<file path="src/bbx_params.svh">
// Purpose: named constants for the bit-operation and branch executor
// Assumes: included by bare name, definitions only
// Notes: opcodes, operand fields, cycle budgets, reset values
`ifndef BBX_PARAMS_SVH
`define BBX_PARAMS_SVH
// ----------------------------------------
// Fixed opcodes
// ----------------------------------------
`define BBX_OP_CARRY_AND 8'h8B
`define BBX_OP_CARRY_XOR 8'hAB
`define BBX_OP_CARRY_IOR 8'h6B
`define BBX_OP_LOAD_CARRY 8'hCB
`define BBX_OP_TEST_DP 8'h0C
`define BBX_OP_TEST_ABS 8'h1C
`define BBX_OP_CLEAR_ACC_BIT 8'h2B
`define BBX_OP_FORCE_ACC_BIT 8'h0B
`define BBX_OP_CARRY_CLEAR 8'h20
`define BBX_OP_CARRY_FORCE 8'hA0
`define BBX_OP_G_FLAG_CLEAR 8'h40
`define BBX_OP_G_FLAG_FORCE 8'hC0
`define BBX_OP_OVERFLOW_CLEAR 8'h80
`define BBX_OP_INVERT_MEM_BIT 8'h4B
`define BBX_OP_STORE_CARRY_BIT 8'hEB
`define BBX_OP_TEST_CLEAR_MASK 8'h5C
`define BBX_OP_TEST_FORCE_MASK 8'h3C
`define BBX_OP_BRANCH_CARRY_ZERO 8'h50
`define BBX_OP_BRANCH_CARRY_ONE 8'hD0
`define BBX_OP_BRANCH_EQUAL 8'hF0
`define BBX_OP_BRANCH_UNEQUAL 8'h70
`define BBX_OP_BRANCH_NEGATIVE 8'h90
`define BBX_OP_BRANCH_POSITIVE 8'h10
`define BBX_OP_JUMP_REL_ALWAYS 8'h2F
// ----------------------------------------
// Opcode patterns and operand fields
// ----------------------------------------
`define BBX_PAT_MEM_BIT 4'h1
`define BBX_PAT_BR_ACC 4'h2
`define BBX_PAT_BR_DP 4'h3
`define BBX_PAT_LO_HI 3
`define BBX_PAT_CLR_POS 4
`define BBX_PAT_BIT_HI 7
`define BBX_PAT_BIT_LO 5
`define BBX_MB_BIT_HI 7
`define BBX_MB_BIT_LO 5
`define BBX_MB_INV_POS 4
`define BBX_MB_ADDR_HI 3
`define BBX_ACC_BIT_HI 2
`define BBX_SIGN_POS 7
`define BBX_OVF_POS 6
`define BBX_DP_PAGE_HI 7'h00
`define BBX_MB_PAGE_HI 4'h0
// ----------------------------------------
// Lengths, cycle budgets, reset values
// ----------------------------------------
`define BBX_LEN1 2'h1
`define BBX_LEN2 2'h2
`define BBX_LEN3 2'h3
`define BBX_CYC1 4'h1
`define BBX_CYC2 4'h2
`define BBX_CYC4 4'h4
`define BBX_CYC5 4'h5
`define BBX_CYC6 4'h6
`define BBX_CYC_TAKEN 4'h2
`define BBX_RST_PC 16'h0000
`define BBX_RST_ACC 8'h00
`endif

</file>
<file path="src/bbx_pkg.sv">
// Purpose: types shared by the bit-operation and branch executor
// Assumes: nothing imported, always used as bbx_pkg::name
// Notes: instruction classes, address modes, sequencer states
package bbx_pkg;
	typedef enum logic [4:0] {
		CLS_CARRY_AND_MEMBIT, CLS_CARRY_XOR_MEMBIT, CLS_CARRY_IOR_MEMBIT, CLS_LOAD_CARRY_FROM_BIT,
		CLS_BIT_TEST, CLS_FORCE_MEM_BIT, CLS_CLEAR_MEM_BIT, CLS_FORCE_ACC_BIT, CLS_CLEAR_ACC_BIT,
		CLS_CARRY_CLEAR, CLS_CARRY_FORCE, CLS_G_FLAG_CLEAR, CLS_G_FLAG_FORCE, CLS_OVERFLOW_CLEAR,
		CLS_INVERT_MEM_BIT, CLS_STORE_CARRY_BIT, CLS_TEST_CLEAR_MASK, CLS_TEST_FORCE_MASK,
		CLS_BRANCH_BIT_ZERO, CLS_BRANCH_BIT_ONE, CLS_BRANCH_CARRY_ZERO, CLS_BRANCH_CARRY_ONE,
		CLS_BRANCH_EQUAL, CLS_BRANCH_UNEQUAL, CLS_BRANCH_NEGATIVE, CLS_BRANCH_POSITIVE,
		CLS_JUMP_RELATIVE_ALWAYS, CLS_UNKNOWN
	} bbx_cls_t;
	typedef enum logic [1:0] {AM_NONE, AM_DP, AM_MEMBIT, AM_ABS} bbx_amode_t;
	typedef enum logic [2:0] {S_OP, S_B2, S_B3, S_RD, S_WR, S_PAD} bbx_state_t;
endpackage

</file>
<file path="src/bbx_decode.sv">
// Purpose: opcode to class, length, cycle budget and operand access
// Assumes: opcode valid in the cycle it is presented
// Notes: pure combinational table
`timescale 1ns/100ps
`include "bbx_params.svh"
module bbx_decode (
	// Opcode in
	input wire logic [7:0] opcode,
	// Decoded attributes
	output bbx_pkg::bbx_cls_t cls,
	output logic [1:0] nbytes,
	output logic [3:0] budget,
	output logic has_rd,
	output logic has_wr,
	output bbx_pkg::bbx_amode_t amode
);
	logic [14:0] row;

	function automatic logic [14:0] ent(bbx_pkg::bbx_cls_t c, logic [1:0] nb, logic [3:0] bud,
		logic rd, logic wr, bbx_pkg::bbx_amode_t am);
		return {c, nb, bud, rd, wr, am};
	endfunction

	// ----------------------------------------
	// Table
	// ----------------------------------------
	always_comb begin
		case (opcode)
			`BBX_OP_CARRY_AND: row = ent(bbx_pkg::CLS_CARRY_AND_MEMBIT, `BBX_LEN3, `BBX_CYC4, 1'b1, 1'b0,
				bbx_pkg::AM_MEMBIT);
			`BBX_OP_CARRY_XOR: row = ent(bbx_pkg::CLS_CARRY_XOR_MEMBIT, `BBX_LEN3, `BBX_CYC5, 1'b1, 1'b0,
				bbx_pkg::AM_MEMBIT);
			`BBX_OP_CARRY_IOR: row = ent(bbx_pkg::CLS_CARRY_IOR_MEMBIT, `BBX_LEN3, `BBX_CYC5, 1'b1, 1'b0,
				bbx_pkg::AM_MEMBIT);
			`BBX_OP_LOAD_CARRY: row = ent(bbx_pkg::CLS_LOAD_CARRY_FROM_BIT, `BBX_LEN3, `BBX_CYC4, 1'b1, 1'b0,
				bbx_pkg::AM_MEMBIT);
			`BBX_OP_TEST_DP: row = ent(bbx_pkg::CLS_BIT_TEST, `BBX_LEN2, `BBX_CYC4, 1'b1, 1'b0,
				bbx_pkg::AM_DP);
			`BBX_OP_TEST_ABS: row = ent(bbx_pkg::CLS_BIT_TEST, `BBX_LEN3, `BBX_CYC5, 1'b1, 1'b0,
				bbx_pkg::AM_ABS);
			`BBX_OP_CLEAR_ACC_BIT: row = ent(bbx_pkg::CLS_CLEAR_ACC_BIT, `BBX_LEN2, `BBX_CYC2, 1'b0, 1'b0,
				bbx_pkg::AM_NONE);
			`BBX_OP_FORCE_ACC_BIT: row = ent(bbx_pkg::CLS_FORCE_ACC_BIT, `BBX_LEN2, `BBX_CYC2, 1'b0, 1'b0,
				bbx_pkg::AM_NONE);
			`BBX_OP_CARRY_CLEAR: row = ent(bbx_pkg::CLS_CARRY_CLEAR, `BBX_LEN1, `BBX_CYC2, 1'b0, 1'b0,
				bbx_pkg::AM_NONE);
			`BBX_OP_CARRY_FORCE: row = ent(bbx_pkg::CLS_CARRY_FORCE, `BBX_LEN1, `BBX_CYC2, 1'b0, 1'b0,
				bbx_pkg::AM_NONE);
			`BBX_OP_G_FLAG_CLEAR: row = ent(bbx_pkg::CLS_G_FLAG_CLEAR, `BBX_LEN1, `BBX_CYC2, 1'b0, 1'b0,
				bbx_pkg::AM_NONE);
			`BBX_OP_G_FLAG_FORCE: row = ent(bbx_pkg::CLS_G_FLAG_FORCE, `BBX_LEN1, `BBX_CYC2, 1'b0, 1'b0,
				bbx_pkg::AM_NONE);
			`BBX_OP_OVERFLOW_CLEAR: row = ent(bbx_pkg::CLS_OVERFLOW_CLEAR, `BBX_LEN1, `BBX_CYC2, 1'b0, 1'b0,
				bbx_pkg::AM_NONE);
			`BBX_OP_INVERT_MEM_BIT: row = ent(bbx_pkg::CLS_INVERT_MEM_BIT, `BBX_LEN3, `BBX_CYC5, 1'b1, 1'b1,
				bbx_pkg::AM_MEMBIT);
			`BBX_OP_STORE_CARRY_BIT: row = ent(bbx_pkg::CLS_STORE_CARRY_BIT, `BBX_LEN3, `BBX_CYC6, 1'b1, 1'b1,
				bbx_pkg::AM_MEMBIT);
			`BBX_OP_TEST_CLEAR_MASK: row = ent(bbx_pkg::CLS_TEST_CLEAR_MASK, `BBX_LEN3, `BBX_CYC6, 1'b1, 1'b1,
				bbx_pkg::AM_ABS);
			`BBX_OP_TEST_FORCE_MASK: row = ent(bbx_pkg::CLS_TEST_FORCE_MASK, `BBX_LEN3, `BBX_CYC6, 1'b1, 1'b1,
				bbx_pkg::AM_ABS);
			`BBX_OP_BRANCH_CARRY_ZERO: row = ent(bbx_pkg::CLS_BRANCH_CARRY_ZERO, `BBX_LEN2, `BBX_CYC2, 1'b0,
				1'b0, bbx_pkg::AM_NONE);
			`BBX_OP_BRANCH_CARRY_ONE: row = ent(bbx_pkg::CLS_BRANCH_CARRY_ONE, `BBX_LEN2, `BBX_CYC2, 1'b0,
				1'b0, bbx_pkg::AM_NONE);
			`BBX_OP_BRANCH_EQUAL: row = ent(bbx_pkg::CLS_BRANCH_EQUAL, `BBX_LEN2, `BBX_CYC2, 1'b0, 1'b0,
				bbx_pkg::AM_NONE);
			`BBX_OP_BRANCH_UNEQUAL: row = ent(bbx_pkg::CLS_BRANCH_UNEQUAL, `BBX_LEN2, `BBX_CYC2, 1'b0, 1'b0,
				bbx_pkg::AM_NONE);
			`BBX_OP_BRANCH_NEGATIVE: row = ent(bbx_pkg::CLS_BRANCH_NEGATIVE, `BBX_LEN2, `BBX_CYC2, 1'b0, 1'b0,
				bbx_pkg::AM_NONE);
			`BBX_OP_BRANCH_POSITIVE: row = ent(bbx_pkg::CLS_BRANCH_POSITIVE, `BBX_LEN2, `BBX_CYC2, 1'b0, 1'b0,
				bbx_pkg::AM_NONE);
			`BBX_OP_JUMP_REL_ALWAYS: row = ent(bbx_pkg::CLS_JUMP_RELATIVE_ALWAYS, `BBX_LEN2, `BBX_CYC2, 1'b0,
				1'b0, bbx_pkg::AM_NONE);
			default: begin
				// Bit number rides in the high nibble, odd nibble means clear or branch-on-zero
				case (opcode[`BBX_PAT_LO_HI:0])
					`BBX_PAT_MEM_BIT: row = ent(opcode[`BBX_PAT_CLR_POS] ? bbx_pkg::CLS_CLEAR_MEM_BIT :
						bbx_pkg::CLS_FORCE_MEM_BIT, `BBX_LEN2, `BBX_CYC4, 1'b1, 1'b1, bbx_pkg::AM_DP);
					`BBX_PAT_BR_ACC: row = ent(opcode[`BBX_PAT_CLR_POS] ? bbx_pkg::CLS_BRANCH_BIT_ZERO :
						bbx_pkg::CLS_BRANCH_BIT_ONE, `BBX_LEN2, `BBX_CYC4, 1'b0, 1'b0, bbx_pkg::AM_NONE);
					`BBX_PAT_BR_DP: row = ent(opcode[`BBX_PAT_CLR_POS] ? bbx_pkg::CLS_BRANCH_BIT_ZERO :
						bbx_pkg::CLS_BRANCH_BIT_ONE, `BBX_LEN3, `BBX_CYC5, 1'b1, 1'b0, bbx_pkg::AM_DP);
					default: row = ent(bbx_pkg::CLS_UNKNOWN, `BBX_LEN1, `BBX_CYC1, 1'b0, 1'b0, bbx_pkg::AM_NONE);
				endcase
			end
		endcase
	end

	assign cls = bbx_pkg::bbx_cls_t'(row[14:10]);
	assign nbytes = row[9:8];
	assign budget = row[7:4];
	assign has_rd = row[3];
	assign has_wr = row[2];
	assign amode = bbx_pkg::bbx_amode_t'(row[1:0]);
endmodule // bbx_decode

</file>
<file path="src/bbx_bitalu.sv">
// Purpose: bit, carry, test and branch-condition arithmetic
// Assumes: operand is the memory byte, or the accumulator for accumulator forms
// Notes: combinational only
`timescale 1ns/100ps
`include "bbx_params.svh"
module bbx_bitalu (
	// Operands
	input wire bbx_pkg::bbx_cls_t cls,
	input wire logic [7:0] operand,
	input wire logic [7:0] acc,
	input wire logic [2:0] bitsel,
	input wire logic inv,
	// Flags in
	input wire logic flag_c,
	input wire logic flag_z,
	input wire logic flag_n,
	// Results
	output logic next_c,
	output logic [7:0] new_byte,
	output logic [7:0] new_acc,
	output logic test_n,
	output logic test_z,
	output logic test_v,
	output logic cond
);
	wire [7:0] mask = 8'h01 << bitsel;
	wire sel_bit = operand[bitsel];
	wire mb = sel_bit ^ inv;
	wire [7:0] diff = acc - operand;
	wire is_test = cls == bbx_pkg::CLS_BIT_TEST;

	// ----------------------------------------
	// Carry and byte results
	// ----------------------------------------
	always_comb begin
		case (cls)
			bbx_pkg::CLS_CARRY_AND_MEMBIT: next_c = flag_c & mb;
			bbx_pkg::CLS_CARRY_XOR_MEMBIT: next_c = flag_c ^ mb;
			bbx_pkg::CLS_CARRY_IOR_MEMBIT: next_c = flag_c | mb;
			bbx_pkg::CLS_LOAD_CARRY_FROM_BIT: next_c = mb;
			bbx_pkg::CLS_CARRY_FORCE: next_c = 1'b1;
			default: next_c = 1'b0;
		endcase
		case (cls)
			bbx_pkg::CLS_FORCE_MEM_BIT: new_byte = operand | mask;
			bbx_pkg::CLS_CLEAR_MEM_BIT: new_byte = operand & ~mask;
			bbx_pkg::CLS_INVERT_MEM_BIT: new_byte = operand ^ mask;
			bbx_pkg::CLS_STORE_CARRY_BIT: new_byte = flag_c ? (operand | mask) : (operand & ~mask);
			bbx_pkg::CLS_TEST_CLEAR_MASK: new_byte = operand & ~acc;
			bbx_pkg::CLS_TEST_FORCE_MASK: new_byte = operand | acc;
			default: new_byte = operand;
		endcase
		case (cls)
			bbx_pkg::CLS_BRANCH_BIT_ZERO: cond = ~sel_bit;
			bbx_pkg::CLS_BRANCH_BIT_ONE: cond = sel_bit;
			bbx_pkg::CLS_BRANCH_CARRY_ZERO: cond = ~flag_c;
			bbx_pkg::CLS_BRANCH_CARRY_ONE: cond = flag_c;
			bbx_pkg::CLS_BRANCH_EQUAL: cond = flag_z;
			bbx_pkg::CLS_BRANCH_UNEQUAL: cond = ~flag_z;
			bbx_pkg::CLS_BRANCH_NEGATIVE: cond = flag_n;
			bbx_pkg::CLS_BRANCH_POSITIVE: cond = ~flag_n;
			bbx_pkg::CLS_JUMP_RELATIVE_ALWAYS: cond = 1'b1;
			default: cond = 1'b0;
		endcase
	end

	// ----------------------------------------
	// Accumulator and test flags
	// ----------------------------------------
	assign new_acc = (cls == bbx_pkg::CLS_FORCE_ACC_BIT) ? (acc | mask) : (acc & ~mask);
	assign test_z = is_test ? ((acc & operand) == 8'h00) : (diff == 8'h00);
	assign test_n = is_test ? operand[`BBX_SIGN_POS] : diff[`BBX_SIGN_POS];
	assign test_v = operand[`BBX_OVF_POS];
endmodule // bbx_bitalu

</file>
<file path="src/bbx_core.sv">
// Purpose: executes the bit-manipulation and relative-branch instruction groups
// Assumes: memory answers reads combinationally in the cycle the address is shown
// Notes: each instruction occupies exactly its budgeted number of cycles, a taken branch two cycles more
`timescale 1ns/100ps
`include "bbx_params.svh"
module bbx_core #(
	parameter int CNT_W = 4
) (
	// Clock and reset
	input wire logic sys_clk,
	input wire logic resetn,
	// Execution control
	input wire logic run,
	output logic instr_done,
	output logic bad_opcode,
	// Memory port, combinational read
	output logic [15:0] mem_addr,
	output logic mem_rd,
	output logic mem_wr,
	output logic [7:0] mem_wdata,
	input wire logic [7:0] mem_rdata,
	// Architectural state
	output logic [15:0] pc,
	output logic [7:0] acc,
	output logic flag_n,
	output logic flag_v,
	output logic flag_g,
	output logic flag_z,
	output logic flag_c
);
	// ----------------------------------------
	// Elaboration checks
	// ----------------------------------------
	if (CNT_W < 4) begin : g_bad_cnt_w
		$error("CNT_W too narrow for the longest cycle budget");
	end

	// ----------------------------------------
	// Declarations
	// ----------------------------------------
	bbx_pkg::bbx_state_t state;
	bbx_pkg::bbx_state_t next_state;
	bbx_pkg::bbx_state_t adv_st;
	bbx_pkg::bbx_cls_t d_cls;
	bbx_pkg::bbx_amode_t d_am;
	logic [1:0] d_nb;
	logic [3:0] d_bud;
	logic d_rd;
	logic d_wr;
	logic [7:0] op_code;
	logic [7:0] op_lo;
	logic [7:0] op_hi;
	logic [7:0] mem_hold;
	logic [CNT_W-1:0] cnt;
	logic [3:0] budget;
	logic adv;
	logic alu_c;
	logic alu_n;
	logic alu_z;
	logic alu_v;
	logic alu_cond;
	logic [7:0] alu_byte;
	logic [7:0] alu_acc;

	function automatic logic [15:0] pc_add(logic [15:0] base, logic [7:0] rel);
		return base + {{8{rel[7]}}, rel};
	endfunction

	// ----------------------------------------
	// Decode and arithmetic
	// ----------------------------------------
	wire in_op = state == bbx_pkg::S_OP;
	wire in_rd = state == bbx_pkg::S_RD;
	wire in_wr = state == bbx_pkg::S_WR;
	wire [7:0] dec_in = in_op ? mem_rdata : op_code;

	bbx_decode u_decode (
		.opcode(dec_in),
		.cls(d_cls),
		.nbytes(d_nb),
		.budget(d_bud),
		.has_rd(d_rd),
		.has_wr(d_wr),
		.amode(d_am)
	);

	wire is_membit = d_am == bbx_pkg::AM_MEMBIT;
	wire pat_bit = d_cls == bbx_pkg::CLS_FORCE_MEM_BIT || d_cls == bbx_pkg::CLS_CLEAR_MEM_BIT ||
		d_cls == bbx_pkg::CLS_BRANCH_BIT_ZERO || d_cls == bbx_pkg::CLS_BRANCH_BIT_ONE;
	wire [2:0] bitsel = is_membit ? op_hi[`BBX_MB_BIT_HI:`BBX_MB_BIT_LO] :
		pat_bit ? dec_in[`BBX_PAT_BIT_HI:`BBX_PAT_BIT_LO] : mem_rdata[`BBX_ACC_BIT_HI:0];
	wire inv = is_membit & op_hi[`BBX_MB_INV_POS];
	wire [7:0] alu_src = (d_am == bbx_pkg::AM_NONE) ? acc : (in_rd ? mem_rdata : mem_hold);

	bbx_bitalu u_alu (
		.cls(d_cls),
		.operand(alu_src),
		.acc(acc),
		.bitsel(bitsel),
		.inv(inv),
		.flag_c(flag_c),
		.flag_z(flag_z),
		.flag_n(flag_n),
		.next_c(alu_c),
		.new_byte(alu_byte),
		.new_acc(alu_acc),
		.test_n(alu_n),
		.test_z(alu_z),
		.test_v(alu_v),
		.cond(alu_cond)
	);

	// ----------------------------------------
	// Operand address
	// ----------------------------------------
	// Direct page follows the G flag, so the flag selects page zero or one
	wire [15:0] addr_dp = {`BBX_DP_PAGE_HI, flag_g, op_lo};
	wire [15:0] addr_mb = {`BBX_MB_PAGE_HI, op_hi[`BBX_MB_ADDR_HI:0], op_lo};
	wire [15:0] addr_abs = {op_hi, op_lo};
	wire [15:0] eaddr = (d_am == bbx_pkg::AM_DP) ? addr_dp : is_membit ? addr_mb : addr_abs;

	// ----------------------------------------
	// Step sequencing
	// ----------------------------------------
	always_comb begin
		case (state)
			bbx_pkg::S_OP: begin
				adv = d_nb != `BBX_LEN1;
				adv_st = bbx_pkg::S_B2;
			end
			bbx_pkg::S_B2: begin
				adv = d_nb == `BBX_LEN3 || d_rd;
				adv_st = (d_nb == `BBX_LEN3) ? bbx_pkg::S_B3 : bbx_pkg::S_RD;
			end
			bbx_pkg::S_B3: begin
				adv = d_rd;
				adv_st = bbx_pkg::S_RD;
			end
			bbx_pkg::S_RD: begin
				adv = d_wr;
				adv_st = bbx_pkg::S_WR;
			end
			default: begin
				adv = 1'b0;
				adv_st = bbx_pkg::S_PAD;
			end
		endcase
	end

	wire fetch = (in_op & run) | state == bbx_pkg::S_B2 | state == bbx_pkg::S_B3;
	wire busy = !in_op || run;
	// Last natural step carries the instruction's effect
	wire last = busy && !adv && state != bbx_pkg::S_PAD;
	// Condition is judged only once every byte is in hand
	wire taken = last && alu_cond;
	wire [3:0] base_bud = in_op ? d_bud : budget;
	wire [3:0] eff_bud = taken ? base_bud + `BBX_CYC_TAKEN : base_bud;
	wire finish = busy && !adv && cnt == CNT_W'(eff_bud - `BBX_CYC1);
	wire [7:0] rel_now = (state == bbx_pkg::S_B2) ? mem_rdata : op_hi;
	wire [15:0] pc_inc = pc_add(pc, 8'h01);
	wire [15:0] pc_seq = fetch ? pc_inc : pc;

	assign next_state = !busy ? bbx_pkg::S_OP : adv ? adv_st : finish ? bbx_pkg::S_OP : bbx_pkg::S_PAD;

	// ----------------------------------------
	// Architectural next values
	// ----------------------------------------
	wire ex_carry = d_cls == bbx_pkg::CLS_CARRY_AND_MEMBIT || d_cls == bbx_pkg::CLS_CARRY_XOR_MEMBIT ||
		d_cls == bbx_pkg::CLS_CARRY_IOR_MEMBIT || d_cls == bbx_pkg::CLS_LOAD_CARRY_FROM_BIT ||
		d_cls == bbx_pkg::CLS_CARRY_CLEAR || d_cls == bbx_pkg::CLS_CARRY_FORCE;
	wire ex_test = d_cls == bbx_pkg::CLS_BIT_TEST;
	wire ex_mask = d_cls == bbx_pkg::CLS_TEST_CLEAR_MASK || d_cls == bbx_pkg::CLS_TEST_FORCE_MASK;
	wire ex_acc = d_cls == bbx_pkg::CLS_FORCE_ACC_BIT || d_cls == bbx_pkg::CLS_CLEAR_ACC_BIT;

	wire [15:0] next_pc = taken ? pc_add(pc_seq, rel_now) : pc_seq;
	wire next_c = (last && ex_carry) ? alu_c : flag_c;
	wire next_n = (last && (ex_test || ex_mask)) ? alu_n : flag_n;
	wire next_z = (last && (ex_test || ex_mask)) ? alu_z : flag_z;
	wire next_v = !last ? flag_v : ex_test ? alu_v :
		(d_cls == bbx_pkg::CLS_OVERFLOW_CLEAR) ? 1'b0 : flag_v;
	wire next_g = !last ? flag_g : (d_cls == bbx_pkg::CLS_G_FLAG_FORCE) ? 1'b1 :
		(d_cls == bbx_pkg::CLS_G_FLAG_CLEAR) ? 1'b0 : flag_g;
	wire [7:0] next_acc = (last && ex_acc) ? alu_acc : acc;
	wire [CNT_W-1:0] next_cnt = finish ? '0 : busy ? cnt + 1'b1 : cnt;
	wire [3:0] next_budget = (in_op || last) ? eff_bud : budget;

	// ----------------------------------------
	// Memory port
	// ----------------------------------------
	assign mem_addr = (in_rd || in_wr) ? eaddr : pc;
	assign mem_rd = fetch | in_rd;
	// Read-modify-write keeps other bits of the byte intact
	assign mem_wr = in_wr;
	assign instr_done = finish;
	assign bad_opcode = last && d_cls == bbx_pkg::CLS_UNKNOWN;

	// ----------------------------------------
	// Sequencer registers
	// ----------------------------------------
	always_ff @(posedge sys_clk) begin
		if (!resetn) begin
			state <= bbx_pkg::S_OP;
			cnt <= '0;
			budget <= `BBX_CYC1;
		end else begin
			state <= next_state;
			cnt <= next_cnt;
			budget <= next_budget;
		end
	end

	// ----------------------------------------
	// Operand capture
	// ----------------------------------------
	always_ff @(posedge sys_clk) begin
		if (!resetn) begin
			op_code <= 8'h00;
			op_lo <= 8'h00;
			op_hi <= 8'h00;
			mem_hold <= 8'h00;
			mem_wdata <= 8'h00;
		end else begin
			if (in_op && run) begin
				op_code <= mem_rdata;
			end
			if (state == bbx_pkg::S_B2) begin
				op_lo <= mem_rdata;
			end
			if (state == bbx_pkg::S_B3) begin
				op_hi <= mem_rdata;
			end
			if (in_rd) begin
				mem_hold <= mem_rdata;
				mem_wdata <= alu_byte;
			end
		end
	end

	// ----------------------------------------
	// Architectural registers
	// ----------------------------------------
	always_ff @(posedge sys_clk) begin
		if (!resetn) begin
			pc <= `BBX_RST_PC;
			acc <= `BBX_RST_ACC;
			flag_n <= 1'b0;
			flag_v <= 1'b0;
			flag_g <= 1'b0;
			flag_z <= 1'b0;
			flag_c <= 1'b0;
		end else begin
			pc <= next_pc;
			acc <= next_acc;
			flag_n <= next_n;
			flag_v <= next_v;
			flag_g <= next_g;
			flag_z <= next_z;
			flag_c <= next_c;
		end
	end
endmodule // bbx_core

</file>
<file path="config.mk">
export PLATFORM = sky130hd
export DESIGN_NAME = bbx_core
export DESIGN_NICKNAME = d
export VERILOG_FILES = /design/src/bbx_pkg.sv /design/src/bbx_decode.sv /design/src/bbx_bitalu.sv /design/src/bbx_core.sv
export VERILOG_INCLUDE_DIRS = /design/src
export SDC_FILE = /design/constraint.sdc
export NUM_CORES = 1
export LEC_CHECK = 0
export ABC_AREA = 0
export BUFFER_PORTS_ARGS = -buffer_cell sky130_fd_sc_hd__buf_2
export CAP_MARGIN = 15
export CORE_MARGIN = 8
export CORE_UTILIZATION = 35
export CTS_BUF_LIST = sky130_fd_sc_hd__clkbuf_8
export CTS_CLUSTER_SIZE = 20
export DETAILED_ROUTE_END_ITERATION = 10
export GPL_TIMING_DRIVEN = 0
export PLACE_DENSITY = 0.49
export RECOVER_POWER = 100
export SLEW_MARGIN = 20
export SYNTH_ARGS = -nofsm -noshare
export SYNTH_HDL_FRONTEND = slang
export SYNTH_SLANG_ARGS = --single-unit
</file>
<file path="constraint.sdc">
create_clock -name sys_clk -period 9.5 [get_ports sys_clk]
set_clock_uncertainty 0.05 [all_clocks]
set_input_delay 1.9 -clock sys_clk [delete_from_list [all_inputs] [get_ports sys_clk]]
set_output_delay 1.9 -clock sys_clk [all_outputs]
set_load 0.005 [all_outputs]
</file>
[After elaboration in Yosys (flattened, before gate mapping)]
Cells that the tools add are included.
Operators by class
  $lt $le $gt $ge: 1
  equality and inequality tests: 64
  divide/modulo/power cells: 0
  $mul: 0
  add/subtract/negate cells: 6
  reduce and logical (&&, ||, !) cells: 37
  bitwise logic cells: 24
  multiplexer cells: 35
  shifts and indexed selects: 1
Operator list (number)
  $pmux 15 s24: 1
  $eq 8x8->1 const B: 10
  $mux 16: 5
  $eq 5x5->1 const B: 12
  $eq 8x7->1 const B: 6
  $mux 8: 6
  $pmux 8 s6: 1
  $pmux 15 s3: 1
  $eq 5x4->1 const B: 8
  $and 8x8->8: 4
  $eq 8x6->1 const B: 4
  $or 8x8->8: 3
  $eq 5x3->1 const B: 4
  $add 16x1->16 const B: 1
  $add 16x16->16: 1
  $eq 8x4->1 const B: 2
  $eq 8x5->1 const B: 2
  $logic_not 8->1: 2
  $not 8->8: 2
  $logic_or 1x1->1: 15
  $mux 3: 4
  $pmux 3 s4: 1
  $eq 5x2->1 const B: 2
  $logic_and 1x1->1: 9
  other kinds (36): 62
Word-level totals
  latch bits: 0
  register bits after elaboration: 80
  memories kept: 0
  bits of input ports: 11
  memory bits (read-only): 0
  bits in writable memories: 0
  output and inout port bits: 57

[Longest topological paths before layout]
Gate-level depths: netlist of run 1.
  depth in word-level cells: 22
  gate-level depth with buffers: 26
  mapped depth without buffers: 21

[Modules after synthesis]
From an unflattened synthesis of run 1, not the netlist that was laid out.
Unflattened totals
  cell total of the unflattened synthesis: 1002
  area, all modules: 7407.1 µm²
By module, submodules not included
  bbx_core: cells an instance 636, area an instance 4924.7 µm², seq. area each 1601.5 µm², instances 1
  bbx_bitalu: cells an instance 247, area an instance 1766.7 µm², seq. area each 0.0 µm², instances 1
  bbx_decode: cells an instance 119, area an instance 715.7 µm², seq. area each 0.0 µm², instances 1

[Worst setup path before layout of run 1]
OpenSTA, ideal clock, no wires.
  path type: in2out
  from: input mem_rdata[5]
  to: output instr_done
  slack: 1.461 ns
  data arrival time: 6.089 ns
  path buffers: 4
  stages on the path: 21
  cell sequence: buf_2 > xnor2_1 > a41o_1 > or4_1 > clkbuf_1 > or2_1 > buf_2 > a21oi_2 > o21ai_0 > o32a_1 > xor2_1 > o2bb2ai_4 > buf_6 > xnor2_1 > ha_1 > xnor2_1 > nor2_1 > o21ai_0 > a211oi_1 > nand2_1 > mux2i_4
On the way
  word-level cells in the longest chain between the ends: 18
  elaborated cells on any way between the ends: 64
  classes of those cells: add/sub (2); eq/ne (39); mux (12); bitwise (1); reduce/logical (10)
RTL lines
  from (decl): line bbx_core.sv:21  | input wire logic [7:0] mem_rdata,
  $mux 8: line bbx_core.sv:75  | wire [7:0] dec_in = in_op ? mem_rdata : op_code;
  $eq 8x6->1 (tied with other cells): line bbx_decode.sv:28  | case (opcode)
  $pmux 15 s24: line bbx_decode.sv:28
  $eq 5x3->1: line bbx_core.sv:88  | wire pat_bit = d_cls == bbx_pkg::CLS_FORCE_MEM_BIT || d_cls == bbx_pkg::CLS_CLEAR_MEM_BIT ||
  $logic_or 1x1->1 (2 in series): line bbx_core.sv:88
  $logic_or 1x1->1: line bbx_core.sv:89  | d_cls == bbx_pkg::CLS_BRANCH_BIT_ZERO || d_cls == bbx_pkg::CLS_BRANCH_BIT_ONE;
  $mux 3: line bbx_core.sv:91  | pat_bit ? dec_in[`BBX_PAT_BIT_HI:`BBX_PAT_BIT_LO] : mem_rdata[`BBX_ACC_BIT_HI:0];
  $mux 3: line bbx_core.sv:90  | wire [2:0] bitsel = is_membit ? op_hi[`BBX_MB_BIT_HI:`BBX_MB_BIT_LO] :
  $bmux 1 s3: line bbx_bitalu.sv:27  | wire sel_bit = operand[bitsel];
  $mux 1 (not written as such): line bbx_bitalu.sv:27
  $not 1->1: line bbx_bitalu.sv:54  | bbx_pkg::CLS_BRANCH_BIT_ZERO: cond = ~sel_bit;
  $pmux 1 s9: line bbx_bitalu.sv:53  | case (cls)
  $logic_and 1x1->1: line bbx_core.sv:155  | wire taken = last && alu_cond;
  $mux 4: line bbx_core.sv:157  | wire [3:0] eff_bud = taken ? base_bud + `BBX_CYC_TAKEN : base_bud;
  $sub 4x1->4 (no source line)
  $eq 4x4->1: line bbx_core.sv:158  | wire finish = busy && !adv && cnt == CNT_W'(eff_bud - `BBX_CYC1);
  $logic_and 1x1->1 (*): line bbx_core.sv:158
  to (decl): line bbx_core.sv:14  | output logic instr_done,
Every way passes the cells marked *; elsewhere a longest branch is shown, timed or not. The select of a mux whose other input is x is not followed.

[Final worst setup path of run 1]
  from: input mem_rdata[0]
  to: output instr_done
On the way
  word-level cells in the longest chain between the ends: 19
  elaborated cells on any way between the ends: 68
  classes of those cells: add/sub (2); eq/ne (42); mux (13); bitwise (1); reduce/logical (10)
RTL lines
  $mux 8: line bbx_core.sv:75
  $eq 4x2->1 or $eq 4x1->1 (tied branches): line bbx_decode.sv:79  | case (opcode[`BBX_PAT_LO_HI:0])
  $pmux 15 s3: line bbx_decode.sv:79
  $pmux 15 s24: line bbx_decode.sv:28
  $eq 5x3->1: line bbx_core.sv:88
  $logic_or 1x1->1 (2 in series): line bbx_core.sv:88
  $logic_or 1x1->1: line bbx_core.sv:89
  $mux 3: line bbx_core.sv:91
  (+2 left out)
  $mux 1 (not written as such): line bbx_bitalu.sv:27
  $not 1->1: line bbx_bitalu.sv:54
  $pmux 1 s9: line bbx_bitalu.sv:53
  $logic_and 1x1->1: line bbx_core.sv:155
  $mux 4: line bbx_core.sv:157
  $sub 4x1->4 (no source line)
  $eq 4x4->1: line bbx_core.sv:158
  $logic_and 1x1->1 (*): line bbx_core.sv:158
Marked as above.

==> impl_metrics.prom, run 1 <==
# TYPE chip_impl_metric gauge
chip_impl_metric{name="synth-seq-area-share",unit=""} 0.2121
chip_impl_metric{name="fin_crit_sh",unit=""} 0.9635
chip_impl_metric{name="worst-r2r-setup-slack",unit="ns"} 3.31
chip_impl_metric{name="grtUsageTotal",unit=""} 0.2051
chip_impl_metric{name="syn_area_per_cell",unit="sq um"} 7.492
chip_impl_info{name="cp_common_cell",value="sky130_fd_sc_hd__nor2_1"} 1
chip_impl_info{name="leading_cell_type_in_the_layout_fill_and_taps_excluded",value="sky130_fd_sc_hd__nor2_1"} 1
chip_impl_info{name="timing.setup.critical_path_class",value="input pin to primary output"} 1
chip_impl_metric{name="post_synthesis_sequential_element_count",unit=""} 80
chip_impl_metric{name="postSynth.asyncResetShare",unit=""} 0
chip_impl_metric{name="num_antenna_cells",unit=""} 0
chip_impl_metric{name="clock_period_minus_worst_slack",unit="ns"} 9.153
chip_impl_metric{name="clock_power_share",unit=""} 0.125
chip_impl_metric{name="min_path_cells",unit=""} 2
chip_impl_metric{name="avgRoutedWirePerCell",unit="microns"} 20.17
chip_impl_metric{name="post_layout_nonfiller_instances",unit=""} 1366
chip_impl_metric{name="critPathMaxFanout",unit=""} 10
chip_impl_metric{name="num-fill-cells",unit=""} 2335
chip_impl_metric{name="slew_violations",unit=""} 0
chip_impl_metric{name="ff2ff_path_depth",unit=""} 19
chip_impl_metric{name="synth-edff-count",unit=""} 0
chip_impl_metric{name="drt_pre_antenna_iters",unit=""} 7
chip_impl_metric{name="finalWeightedCongestion",unit=""} 0.9569
chip_impl_metric{name="hold_violations",unit=""} 0
chip_impl_info{name="final_cell_mix",value="sky130_fd_sc_hd__nor2_1 (119), sky130_fd_sc_hd__nand2_1 (117), sky130_fd_sc_hd__dfxtp_1 (80)"} 1
chip_impl_metric{name="timing.critical_path.arrival",unit="ns"} 7.20
chip_impl_metric{name="cellInternalPower",unit="uW"} 1015
chip_impl_metric{name="number_of_clock_buffers_inserted_by_tritoncts",unit=""} 9
chip_impl_metric{name="power",unit="uW"} 2097
chip_impl_metric{name="layout-drive-gt1-share",unit=""} 0.1100
chip_impl_metric{name="syn_nets",unit=""} 1088
chip_impl_metric{name="number_of_antenna_violations_at_the_first_check_in_global_routing",unit=""} 0
chip_impl_info{name="hp-class",value="flip-flop to flip-flop"} 1
chip_impl_info{name="postSynth.topFlopCell",value="sky130_fd_sc_hd__dfxtp_1"} 1
chip_impl_metric{name="die_w",unit="microns"} 162.9
chip_impl_metric{name="leakagePower",unit="uW"} 0.003330
chip_impl_metric{name="drcViolationCount",unit=""} 0
chip_impl_info{name="cp-startpoint",value="mem_rdata[0]"} 1
chip_impl_metric{name="net-switching-power",unit="uW"} 1083
chip_impl_metric{name="wirelength",unit="microns"} 27560
chip_impl_metric{name="fmaxAchievable",unit="MHz"} 109.3
chip_impl_metric{name="fin_ws",unit="ns"} 0.3469
chip_impl_metric{name="max-clock-path-buffers",unit=""} 2
chip_impl_metric{name="dpl_worst_slack",unit="ns"} -0.04147
chip_impl_metric{name="fp-row-count",unit=""} 53
chip_impl_metric{name="power_frac_seq",unit=""} 0.215
chip_impl_metric{name="ios",unit=""} 68
chip_impl_metric{name="grt_pass1_vias",unit=""} 7376
chip_impl_metric{name="grt_max_degree",unit=""} 16
chip_impl_metric{name="p_comb_frac",unit=""} 0.660
chip_impl_metric{name="cts-htree-levels",unit=""} 3
chip_impl_metric{name="cpPeakStageDelay",unit="ns"} 0.54
chip_impl_metric{name="overflow",unit=""} 0
chip_impl_info{name="run_status",value="finished, final reports clean"} 1
chip_impl_metric{name="num_vias",unit=""} 7730
chip_impl_metric{name="drt_iter0_drc",unit=""} 602
chip_impl_metric{name="yosysWarnings",unit=""} 0
chip_impl_metric{name="die-area",unit="sq um"} 26530
chip_impl_info{name="crit-reg2reg-launch",value="state[0]"} 1
chip_impl_metric{name="detail-route-antenna-nets",unit=""} 0
chip_impl_metric{name="port_buffers",unit=""} 67
chip_impl_metric{name="power.density",unit="nW/um^2"} 249.3
chip_impl_metric{name="floorplan.initialDensity",unit=""} 0.3581
chip_impl_info{name="grt_setup_unrepaired",value="false"} 1
chip_impl_metric{name="post-place-cells",unit=""} 1350
chip_impl_info{name="worst_hold_path.endpoint",value="mem_wdata[7]"} 1
chip_impl_info{name="worst_setup_path_start_kind",value="input pin"} 1
chip_impl_metric{name="grt_pass1_wl",unit="microns"} 42550
chip_impl_metric{name="worstPathRequired",unit="ns"} 7.55
chip_impl_metric{name="final-setup-viol-count",unit=""} 0
chip_impl_info{name="cp_slowest_cell",value="sky130_fd_sc_hd__or4_1"} 1
chip_impl_metric{name="timing_worst_slew_pin_value",unit="ns"} 1.046
chip_impl_metric{name="irDropWorstVdd",unit="V"} 0.0001026
chip_impl_metric{name="cts.clk_slew.worst_paths",unit="ns"} 0.09
chip_impl_info{name="cts_tree",value="built"} 1
chip_impl_metric{name="cap_violations",unit=""} 0
chip_impl_info{name="crit_path_cell_chain",value="buf_2 > nand4b_1 > nor2_1 > a41o_1 > or4_1 > clkbuf_1 > nor2_1 > o2bb2ai_1 > a21o_1 > or2_1 > buf_4 > nor3_4 > o2bb2ai_4 > buf_6 > xnor2_1 > ha_1 > xnor2_1 > nor2_1 > o21ai_0 > a211oi_1 > nand2_1 > mux2i_4 > buf_2"} 1
chip_impl_metric{name="syn_area",unit="sq um"} 7552
chip_impl_metric{name="synth_cell_type_count",unit=""} 81
chip_impl_metric{name="die_h",unit="microns"} 162.9
chip_impl_info{name="critPathCaptureType",value="primary output"} 1
chip_impl_info{name="root_buffer",value="sky130_fd_sc_hd__clkbuf_8"} 1
chip_impl_metric{name="place.detailed.hpwl",unit="microns"} 20920
chip_impl_metric{name="cts.sinks",unit=""} 80
chip_impl_metric{name="core_area",unit="sq um"} 21090
chip_impl_metric{name="routed_via_density",unit=""} 5.659
chip_impl_metric{name="utilization",unit=""} 0.3990
chip_impl_metric{name="clock_insertion_delay_worst_skew",unit="ns"} 0.39
chip_impl_metric{name="max-slew-margin-rel",unit=""} 0.3010
chip_impl_info{name="rr_endpoint",value="pc[14]"} 1
chip_impl_metric{name="synthesis.instances",unit=""} 1008
chip_impl_metric{name="power_switching_share",unit=""} 0.5162
chip_impl_metric{name="nNetsFinal",unit=""} 1166
chip_impl_metric{name="cts.hold.buffers_added",unit=""} 0
chip_impl_info{name="hp-start",value="mem_wdata[7]"} 1
chip_impl_metric{name="flow.area_growth_from_synthesis",unit="%"} 11.40
chip_impl_metric{name="tns",unit="ns"} 0
==> cells by family (layout without fill, tap and decap cells) <==
| group | after synthesis | in the layout | synth area share |
|---|---|---|---|
| AND/OR/NAND/NOR | 406 | 406 | 0.2614 |
| AO/OA/AOI/OAI | 263 | 263 | 0.2348 |
| buffers and inverters | 95 | 178 | 0.05450 |
| flip-flops | 80 | 80 | 0.2121 |
| adder cells (fa/ha/maj) | 70 | 70 | 0.1166 |
| XOR/XNOR | 51 | 51 | 0.05915 |
| multiplexers | 43 | 43 | 0.06146 |
==> worst max-delay path, delay by kind of cell <==
| family | cells | cell delay [ns] |
|---|---|---|
| AOI/OAI and AO/OA | 6 | 1.37 |
| and+or+nand+nor | 8 | 2.09 |
| buffers and inverters | 5 | 0.95 |
| adders and majority gates | 1 | 0.29 |
| xor gates and xnor gates | 2 | 0.31 |
| muxes | 1 | 0.30 |
==> area by class of cell <==
type,count,area (sq um),share of cell area
clock inverter,6,51.30,0.006098
timing repair buffer,68,302.8,0.03599
sequential,80,1602,0.1904
tap,275,344.1,0.04090
clock buffer,10,137.6,0.01636
multi-input combinational,833,5563,0.6612
buffer,60,285.3,0.03391
inverter,34,127.6,0.01517
==> worst max path at each step <==
stage / end / slack [ns]
after global placement: instr_done / -0.02
final: instr_done / 0.35
after CTS: instr_done / 0.11
after detailed placement: instr_done / -0.04
after global routing: instr_done / 0.06
after floorplan: instr_done / 1.46
==> flip-flops by register name, summed over array words and instances (netlist names), 3 cells and up, named ones only <==
| name | flops |
|---|---|
| op_lo | 8 |
| mem_wdata | 8 |
| op_code | 8 |
| state | 3 |
| budget | 4 |
| op_hi | 8 |
| mem_hold | 8 |
| pc | 16 |
| cnt | 4 |
==> synth_stat cells (all sizes together) (10+ instances only) <==
cell type,count,share of area
or2,10,0.0083
nand3,20,0.013
ha,68,0.11
a21oi,73,0.049
a21o,11,0.011
inv,34,0.017
nand2b,10,0.0083
nor2b,10,0.0083
nand2,117,0.058
mux2,14,0.021
xnor2,27,0.031
a211oi,15,0.015
mux2i,29,0.041
o21ai,63,0.042
clkbuf,37,0.018
a31oi,12,0.0099
dfxtp,80,0.21
nor2,119,0.059
buf,24,0.019
nor3,45,0.035
nor4,12,0.0099
xor2,24,0.028
==> power by group through the flow <==
| stage | Combinational (uW) | Sequential, uW | Clock [uW] |
|---|---|---|---|
| after CTS | 1390 | 450 | 273 |
| after floorplan | 1010 | 445 | 0 |
| after detailed placement | 1380 | 458 | 0 |
| after global placement | 1380 | 459 | 0 |
| final | 1390 | 450 | 262 |
| after global routing | 1540 | 460 | 284 |
==> routing by layer <==
layer | track usage | part of all wire
met5 | 0 | 0
met3 | 0.02882 | 0.052
met2 | 0.3320 | 0.46
met4 | 0.07923 | 0.026
met1 | 0.2708 | 0.46
==> timing repair <==
| item | in CTS | in global routing |
|---|---|---|
| pin swaps | 0 | 1 |
| setup endpoints to repair | 1 | 1 |
| gates resized for setup | 1 | 17 |
| buffers inserted | 0 | 1 |
==> metrics by stage <==
stage          hold slack, ns  area [sq um]
2_1_floorplan          0.3838          7552
3_3_place_gp           0.3843          8232
3_5_place_dp           0.3911          8232
4_1_cts                0.4049          8432
5_1_grt                0.4328          8413
6_report               0.4007          8413
Note: power is estimated with default switching activity, not from simulation.
==> run 2, diff against run 1 <==
--- a/config.mk
+++ b/config.mk
@@ -11,10 +11,10 @@
 export CAP_MARGIN = 15
 export CORE_MARGIN = 8
-export CORE_UTILIZATION = 35
+export CORE_UTILIZATION = 40
 export CTS_BUF_LIST = sky130_fd_sc_hd__clkbuf_8
 export CTS_CLUSTER_SIZE = 20
 export DETAILED_ROUTE_END_ITERATION = 10
 export GPL_TIMING_DRIVEN = 0
-export PLACE_DENSITY = 0.49
+export PLACE_DENSITY = 0.54
 export RECOVER_POWER = 100
 export SLEW_MARGIN = 20
==> constraint.sdc (replaced) <==
create_clock -name sys_clk -period 9.7 [get_ports sys_clk]
set_clock_uncertainty 0.05 [all_clocks]
set_input_delay 1.94 -clock sys_clk [delete_from_list [all_inputs] [get_ports sys_clk]]
set_output_delay 1.94 -clock sys_clk [all_outputs]
set_load 0.01 [all_outputs]
==> impl_metrics.prom, run 2 (same netlist as run 1, synthesis figures left out) <==
# TYPE chip_impl_metric gauge
chip_impl_metric{name="place.detailed.hpwl",unit="microns"} 20280
chip_impl_metric{name="cts.clk_slew.worst_paths",unit="ns"} 0.10
chip_impl_metric{name="timing_worst_slew_pin_value",unit="ns"} 2.056
chip_impl_metric{name="wirelength",unit="microns"} 26570
chip_impl_metric{name="detail-route-antenna-nets",unit=""} 0
chip_impl_info{name="run_status",value="finished with violations"} 1
chip_impl_metric{name="fp-row-count",unit=""} 50
chip_impl_metric{name="cts-htree-levels",unit=""} 3
chip_impl_metric{name="flow.area_growth_from_synthesis",unit="%"} 9.841
chip_impl_metric{name="nNetsFinal",unit=""} 1166
chip_impl_info{name="timing.setup.critical_path_class",value="input pin to primary output"} 1
chip_impl_info{name="root_buffer",value="sky130_fd_sc_hd__clkbuf_8"} 1
chip_impl_metric{name="fin_ws",unit="ns"} 0.4084
chip_impl_metric{name="clock_insertion_delay_worst_skew",unit="ns"} 0.39
chip_impl_metric{name="grt_pass1_wl",unit="microns"} 41380
chip_impl_info{name="leading_cell_type_in_the_layout_fill_and_taps_excluded",value="sky130_fd_sc_hd__nor2_1"} 1
chip_impl_metric{name="timing.critical_path.arrival",unit="ns"} 7.30
chip_impl_metric{name="overflow",unit=""} 0
chip_impl_metric{name="port_buffers",unit=""} 67
chip_impl_info{name="cts_tree",value="built"} 1
chip_impl_metric{name="core_area",unit="sq um"} 18640
chip_impl_metric{name="floorplan.initialDensity",unit=""} 0.4051
chip_impl_info{name="worst_setup_path_start_kind",value="input pin"} 1
chip_impl_metric{name="avgRoutedWirePerCell",unit="microns"} 20.05
chip_impl_info{name="critPathCaptureType",value="primary output"} 1
chip_impl_metric{name="tns",unit="ns"} 0
chip_impl_metric{name="layout-drive-gt1-share",unit=""} 0.07883
chip_impl_metric{name="number_of_antenna_violations_at_the_first_check_in_global_routing",unit=""} 0
chip_impl_metric{name="grtUsageTotal",unit=""} 0.2192
chip_impl_metric{name="number_of_clock_buffers_inserted_by_tritoncts",unit=""} 9
chip_impl_metric{name="finalWeightedCongestion",unit=""} 0.9635
chip_impl_metric{name="grt_max_degree",unit=""} 16
chip_impl_metric{name="sequential_cell_area",unit="sq um"} 1602
chip_impl_metric{name="die_w",unit="microns"} 153.4
chip_impl_metric{name="drcViolationCount",unit=""} 0
chip_impl_info{name="grt_setup_unrepaired",value="false"} 1
chip_impl_metric{name="routed_via_density",unit=""} 5.855
chip_impl_metric{name="max-clock-path-buffers",unit=""} 2
chip_impl_metric{name="hold_violations",unit=""} 0
chip_impl_metric{name="irDropWorstVdd",unit="V"} 0.00009742
chip_impl_metric{name="worstPathRequired",unit="ns"} 7.71
chip_impl_metric{name="dpl_worst_slack",unit="ns"} 0.1922
chip_impl_metric{name="fmaxAchievable",unit="MHz"} 107.6
chip_impl_metric{name="drt_pre_antenna_iters",unit=""} 7
chip_impl_metric{name="cap_violations",unit=""} 1
chip_impl_info{name="registers.top_by_ff_count",value="pc"} 1
chip_impl_metric{name="drt_iter0_drc",unit=""} 660
chip_impl_metric{name="cts.sinks",unit=""} 80
chip_impl_metric{name="final-setup-viol-count",unit=""} 0
chip_impl_metric{name="utilization",unit=""} 0.4450
chip_impl_metric{name="power.density",unit="nW/um^2"} 249.1
chip_impl_info{name="violations_in_the_final_reports",value="capacitance limit, slew limit"} 1
chip_impl_metric{name="cts.hold.buffers_added",unit=""} 0
chip_impl_metric{name="slew_violations",unit=""} 9
chip_impl_metric{name="die-area",unit="sq um"} 23530
chip_impl_metric{name="die_h",unit="microns"} 153.4
chip_impl_info{name="hp-class",value="flip-flop to flip-flop"} 1
chip_impl_metric{name="ios",unit=""} 68
chip_impl_metric{name="num_vias",unit=""} 7758
chip_impl_metric{name="num_antenna_cells",unit=""} 0
chip_impl_metric{name="grt_pass1_vias",unit=""} 7394
chip_impl_metric{name="fin_crit_sh",unit=""} 0.9579
chip_impl_metric{name="clock_period_minus_worst_slack",unit="ns"} 9.292
chip_impl_metric{name="max-slew-margin-rel",unit=""} -0.3902
chip_impl_metric{name="leakagePower",unit="uW"} 0.003206
chip_impl_info{name="final_cell_mix",value="sky130_fd_sc_hd__nor2_1 (119), sky130_fd_sc_hd__nand2_1 (117), sky130_fd_sc_hd__clkbuf_1 (98)"} 1
chip_impl_metric{name="num-fill-cells",unit=""} 1992
chip_impl_metric{name="critPathMaxFanout",unit=""} 10
chip_impl_metric{name="largest_register_ff_count",unit=""} 16
chip_impl_metric{name="multiInputGateArea",unit="sq um"} 5537
==> run 2: metal layers <==
metal	GRT usage	wire (microns)	vias up
met3	0.03637	1538	50
li1	-	-	3785
met1	0.2842	12300	3663
met5	0	0	-
met4	0.08119	647	0
met2	0.3589	12080	260
==> run 2: repair_timing <==
action                     CTS  global route
gates resized for setup      0             7
setup endpoints to repair    0             1
setup buffers                0             1
==> run 2: path summary, 6_finish.rpt <==
path | startpoint | end | slack [ns] | depth (start not counted)
max | mem_rdata[4] | instr_done | 0.41 | 23
min | mem_wdata[4] | mem_wdata[4] | 0.41 | 2
max reg2reg | state[0] | pc[14] | 3.36 | 19
min reg2reg | mem_wdata[4] | mem_wdata[4] | 0.41 | 2
==> run 2: through the flow <==
stage	area (sq um)	hold WS [ns]	power [uW]	std cells
finish	8295	0.4093	2067	1325
global placement	8180	0.3825	1826	1309
floorplan	7552	0.3838	1452	1008
global route	8295	0.4430	2232	1325
detailed placement	8180	0.3884	1827	1309
CTS	8369	0.4040	2088	1325
==> run 2: final cells by class <==
type / count / share of cell area
multi-input cells: 833 / 0.6674
flip-flops and latches: 80 / 0.1931
well taps: 234 / 0.03529
plain buffers: 60 / 0.03333
repair buffers: 68 / 0.03273
clock buffers: 10 / 0.01659
inverters: 34 / 0.01538
clock inverters: 6 / 0.006184
==> run 2: critical path, cell delays in order <==
cell and delay [ns]:
sky130_fd_sc_hd__buf_2 0.14, sky130_fd_sc_hd__clkbuf_2 0.27, sky130_fd_sc_hd__nor2b_1 0.41, sky130_fd_sc_hd__o21ai_0 0.18
sky130_fd_sc_hd__a2bb2oi_2 0.39, sky130_fd_sc_hd__nand2_1 0.27, sky130_fd_sc_hd__or2_1 0.26, sky130_fd_sc_hd__buf_2 0.16
sky130_fd_sc_hd__a21oi_2 0.35, sky130_fd_sc_hd__o21ai_0 0.13, sky130_fd_sc_hd__o32a_1 0.42, sky130_fd_sc_hd__xor2_1 0.27
sky130_fd_sc_hd__o2bb2ai_4 0.24, sky130_fd_sc_hd__buf_6 0.22, sky130_fd_sc_hd__xnor2_1 0.18, sky130_fd_sc_hd__ha_1 0.29
sky130_fd_sc_hd__xnor2_1 0.12, sky130_fd_sc_hd__nor2_1 0.07, sky130_fd_sc_hd__o21ai_0 0.08, sky130_fd_sc_hd__a211oi_1 0.23
sky130_fd_sc_hd__nand2_1 0.13, sky130_fd_sc_hd__mux2i_4 0.33, sky130_fd_sc_hd__clkbuf_1 0.19
==> run 2: power by group <==
group | internal, uW | switching [uW]
clock | 104 | 149
sequential | 383 | 62.5
combinational | 497 | 871
total | 983 | 1080
==> run 3, diff against run 2 <==
CAP_MARGIN = 10   (was 15)
RECOVER_POWER = not set   (was 100)
==> impl_metrics.prom, run 3 (same netlist as run 1, synthesis figures left out) <==
# TYPE chip_impl_metric gauge
chip_impl_info{name="run_status",value="finished, final reports clean"} 1
chip_impl_metric{name="core_area",unit="sq um"} 18640
chip_impl_metric{name="flow.area_growth_from_synthesis",unit="%"} 11.15
chip_impl_info{name="registers.top_by_ff_count",value="pc"} 1
chip_impl_metric{name="num_vias",unit=""} 7784
chip_impl_metric{name="cts-htree-levels",unit=""} 3
chip_impl_metric{name="irDropWorstVdd",unit="V"} 0.00009956
chip_impl_metric{name="largest_register_ff_count",unit=""} 16
chip_impl_info{name="leading_cell_type_in_the_layout_fill_and_taps_excluded",value="sky130_fd_sc_hd__nor2_1"} 1
chip_impl_info{name="cp_slowest_cell",value="sky130_fd_sc_hd__nor2b_1"} 1
chip_impl_metric{name="sequential_cell_area",unit="sq um"} 1602
chip_impl_metric{name="power.density",unit="nW/um^2"} 248.9
chip_impl_metric{name="max-clock-path-buffers",unit=""} 2
chip_impl_metric{name="cap_violations",unit=""} 0
chip_impl_metric{name="num_antenna_cells",unit=""} 0
chip_impl_metric{name="ios",unit=""} 68
chip_impl_metric{name="slew_violations",unit=""} 0
chip_impl_metric{name="fp-row-count",unit=""} 50
chip_impl_metric{name="final-setup-viol-count",unit=""} 0
chip_impl_metric{name="floorplan.initialDensity",unit=""} 0.4051
chip_impl_metric{name="port_buffers",unit=""} 67
chip_impl_metric{name="drcViolationCount",unit=""} 0
chip_impl_metric{name="utilization",unit=""} 0.4503
chip_impl_metric{name="leakagePower",unit="uW"} 0.003462
chip_impl_metric{name="cts.sinks",unit=""} 80
chip_impl_metric{name="worstPathRequired",unit="ns"} 7.71
chip_impl_info{name="timing.setup.critical_path_class",value="input pin to primary output"} 1
chip_impl_metric{name="place.detailed.hpwl",unit="microns"} 20280
chip_impl_metric{name="cpPeakStageDelay",unit="ns"} 0.44
chip_impl_metric{name="clock_period_minus_worst_slack",unit="ns"} 9.380
chip_impl_info{name="critPathCaptureType",value="primary output"} 1
chip_impl_metric{name="timing_worst_slew_pin_value",unit="ns"} 1.071
chip_impl_metric{name="timing.critical_path.arrival",unit="ns"} 7.39
chip_impl_info{name="final_cell_mix",value="sky130_fd_sc_hd__nor2_1 (119), sky130_fd_sc_hd__nand2_1 (117), sky130_fd_sc_hd__dfxtp_1 (80)"} 1
chip_impl_metric{name="fin_crit_sh",unit=""} 0.9670
chip_impl_metric{name="grt_pass1_wl",unit="microns"} 41380
chip_impl_metric{name="routed_via_density",unit=""} 5.875
chip_impl_metric{name="nNetsFinal",unit=""} 1166
chip_impl_metric{name="multiInputGateArea",unit="sq um"} 5558
chip_impl_metric{name="avgRoutedWirePerCell",unit="microns"} 20.05
chip_impl_metric{name="die-area",unit="sq um"} 23530
chip_impl_metric{name="clock_insertion_delay_worst_skew",unit="ns"} 0.39
chip_impl_info{name="worst_setup_path_start_kind",value="input pin"} 1
chip_impl_metric{name="layout-drive-gt1-share",unit=""} 0.1384
chip_impl_info{name="cts_tree",value="built"} 1
chip_impl_metric{name="tns",unit="ns"} 0
chip_impl_info{name="crit_path_cell_chain",value="buf_2 > clkbuf_2 > nor2b_1 > o21ai_0 > a2bb2oi_2 > nand2_1 > or2_1 > buf_2 > a21oi_2 > o21ai_0 > o32a_1 > xor2_1 > o2bb2ai_4 > buf_6 > xnor2_1 > ha_1 > xnor2_1 > nor2_1 > o21ai_0 > a211oi_1 > nand2_1 > mux2i_4 > buf_2"} 1
chip_impl_metric{name="wirelength",unit="microns"} 26560
chip_impl_metric{name="cts.clk_slew.worst_paths",unit="ns"} 0.09
chip_impl_metric{name="fmaxAchievable",unit="MHz"} 106.6
chip_impl_metric{name="grt_pass1_vias",unit=""} 7394
chip_impl_metric{name="overflow",unit=""} 0
chip_impl_metric{name="drt_pre_antenna_iters",unit=""} 5
chip_impl_metric{name="detail-route-antenna-nets",unit=""} 0
chip_impl_metric{name="critPathMaxFanout",unit=""} 10
chip_impl_metric{name="grt_max_degree",unit=""} 16
chip_impl_info{name="root_buffer",value="sky130_fd_sc_hd__clkbuf_8"} 1
chip_impl_metric{name="max-slew-margin-rel",unit=""} 0.2841
chip_impl_metric{name="number_of_clock_buffers_inserted_by_tritoncts",unit=""} 9
chip_impl_info{name="hp-class",value="flip-flop to flip-flop"} 1
chip_impl_metric{name="grtUsageTotal",unit=""} 0.2192
chip_impl_metric{name="num-fill-cells",unit=""} 1975
chip_impl_metric{name="number_of_antenna_violations_at_the_first_check_in_global_routing",unit=""} 0
chip_impl_metric{name="die_h",unit="microns"} 153.4
chip_impl_metric{name="finalWeightedCongestion",unit=""} 0.9635
chip_impl_metric{name="hold_violations",unit=""} 0
chip_impl_info{name="grt_setup_unrepaired",value="false"} 1
chip_impl_metric{name="drt_iter0_drc",unit=""} 680
chip_impl_metric{name="die_w",unit="microns"} 153.4
[run 3: cell types whose count changed in the layout (fill, tap and decap cells not counted), moves of 2 or more]
cell / delta
sky130_fd_sc_hd__nor3_1: -3
sky130_fd_sc_hd__buf_1: +4
sky130_fd_sc_hd__buf_2: +59
sky130_fd_sc_hd__o21ai_0: -2
sky130_fd_sc_hd__clkbuf_1: -64
sky130_fd_sc_hd__nor3_2: +3
sky130_fd_sc_hd__o21ai_1: +2
[run 3: power by group]
part	switching [uW]	total [uW]	internal, uW
clock	149	252	104
sequential	62.3	445	383
combinational	873	1390	519
[run 3: layer usage]
layer | up-vias | routed length, microns | track usage | share of wire
met4 | 0 | 602 | 0.08119 | 0.023
li1 | 3782 | - | - | -
met5 | - | 0 | 0 | 0
met1 | 3682 | 12230 | 0.2842 | 0.46
met2 | 272 | 12160 | 0.3589 | 0.46
met3 | 48 | 1565 | 0.03637 | 0.059
[run 3: area by class of cell]
cell class                      instances  area share
Clock inverter                          6    0.006111
Multi-Input combinational cell        833      0.6621
Tap cell                              234     0.03488
Timing Repair Buffer                   68     0.04084
Clock buffer                           10     0.01640
Inverter                               34     0.01520
Buffer                                 60     0.03369
Sequential cell                        80      0.1908
[run 3: path summary, 6_finish.rpt]
kind	slack, ns	end	from	cells past startpoint
min reg2reg	0.40	mem_wdata[0]	mem_wdata[0]	2
max	0.32	instr_done	mem_rdata[4]	23
max reg2reg	3.76	state[2]	state[0]	23
min	0.40	mem_wdata[0]	mem_wdata[0]	2
[run 3: per-stage QoR]
stage               total power [uW]  cells  area [sq um]  hold slack, ns  worst slack [ns]
global placement                1826   1309          8180          0.3825            0.1194
floorplan                       1452   1008          7552          0.3838             1.555
global route                    2257   1325          8394          0.4420           0.04932
CTS                             2088   1325          8369          0.4040            0.1739
detailed placement              1827   1309          8180          0.3884            0.1922
finish                          2089   1325          8394          0.4010            0.3205
[run 3: repair_timing]
action | CTS | global route
hold buffers | 0 | 0
buffers inserted | 0 | 1
resized for setup | 0 | 7
endpoints found under the setup margin | 0 | 1
[run 3: worst max-delay path: cells and delay by family]
family | cells | cell delay (ns)
muxes | 1 | 0.35
AOI/OAI and AO/OA | 8 | 2.04
xor gates and xnor gates | 3 | 0.57
adders and majority gates | 1 | 0.29
buffers and inverters | 5 | 1.00
and+or+nand+nor | 5 | 1.19
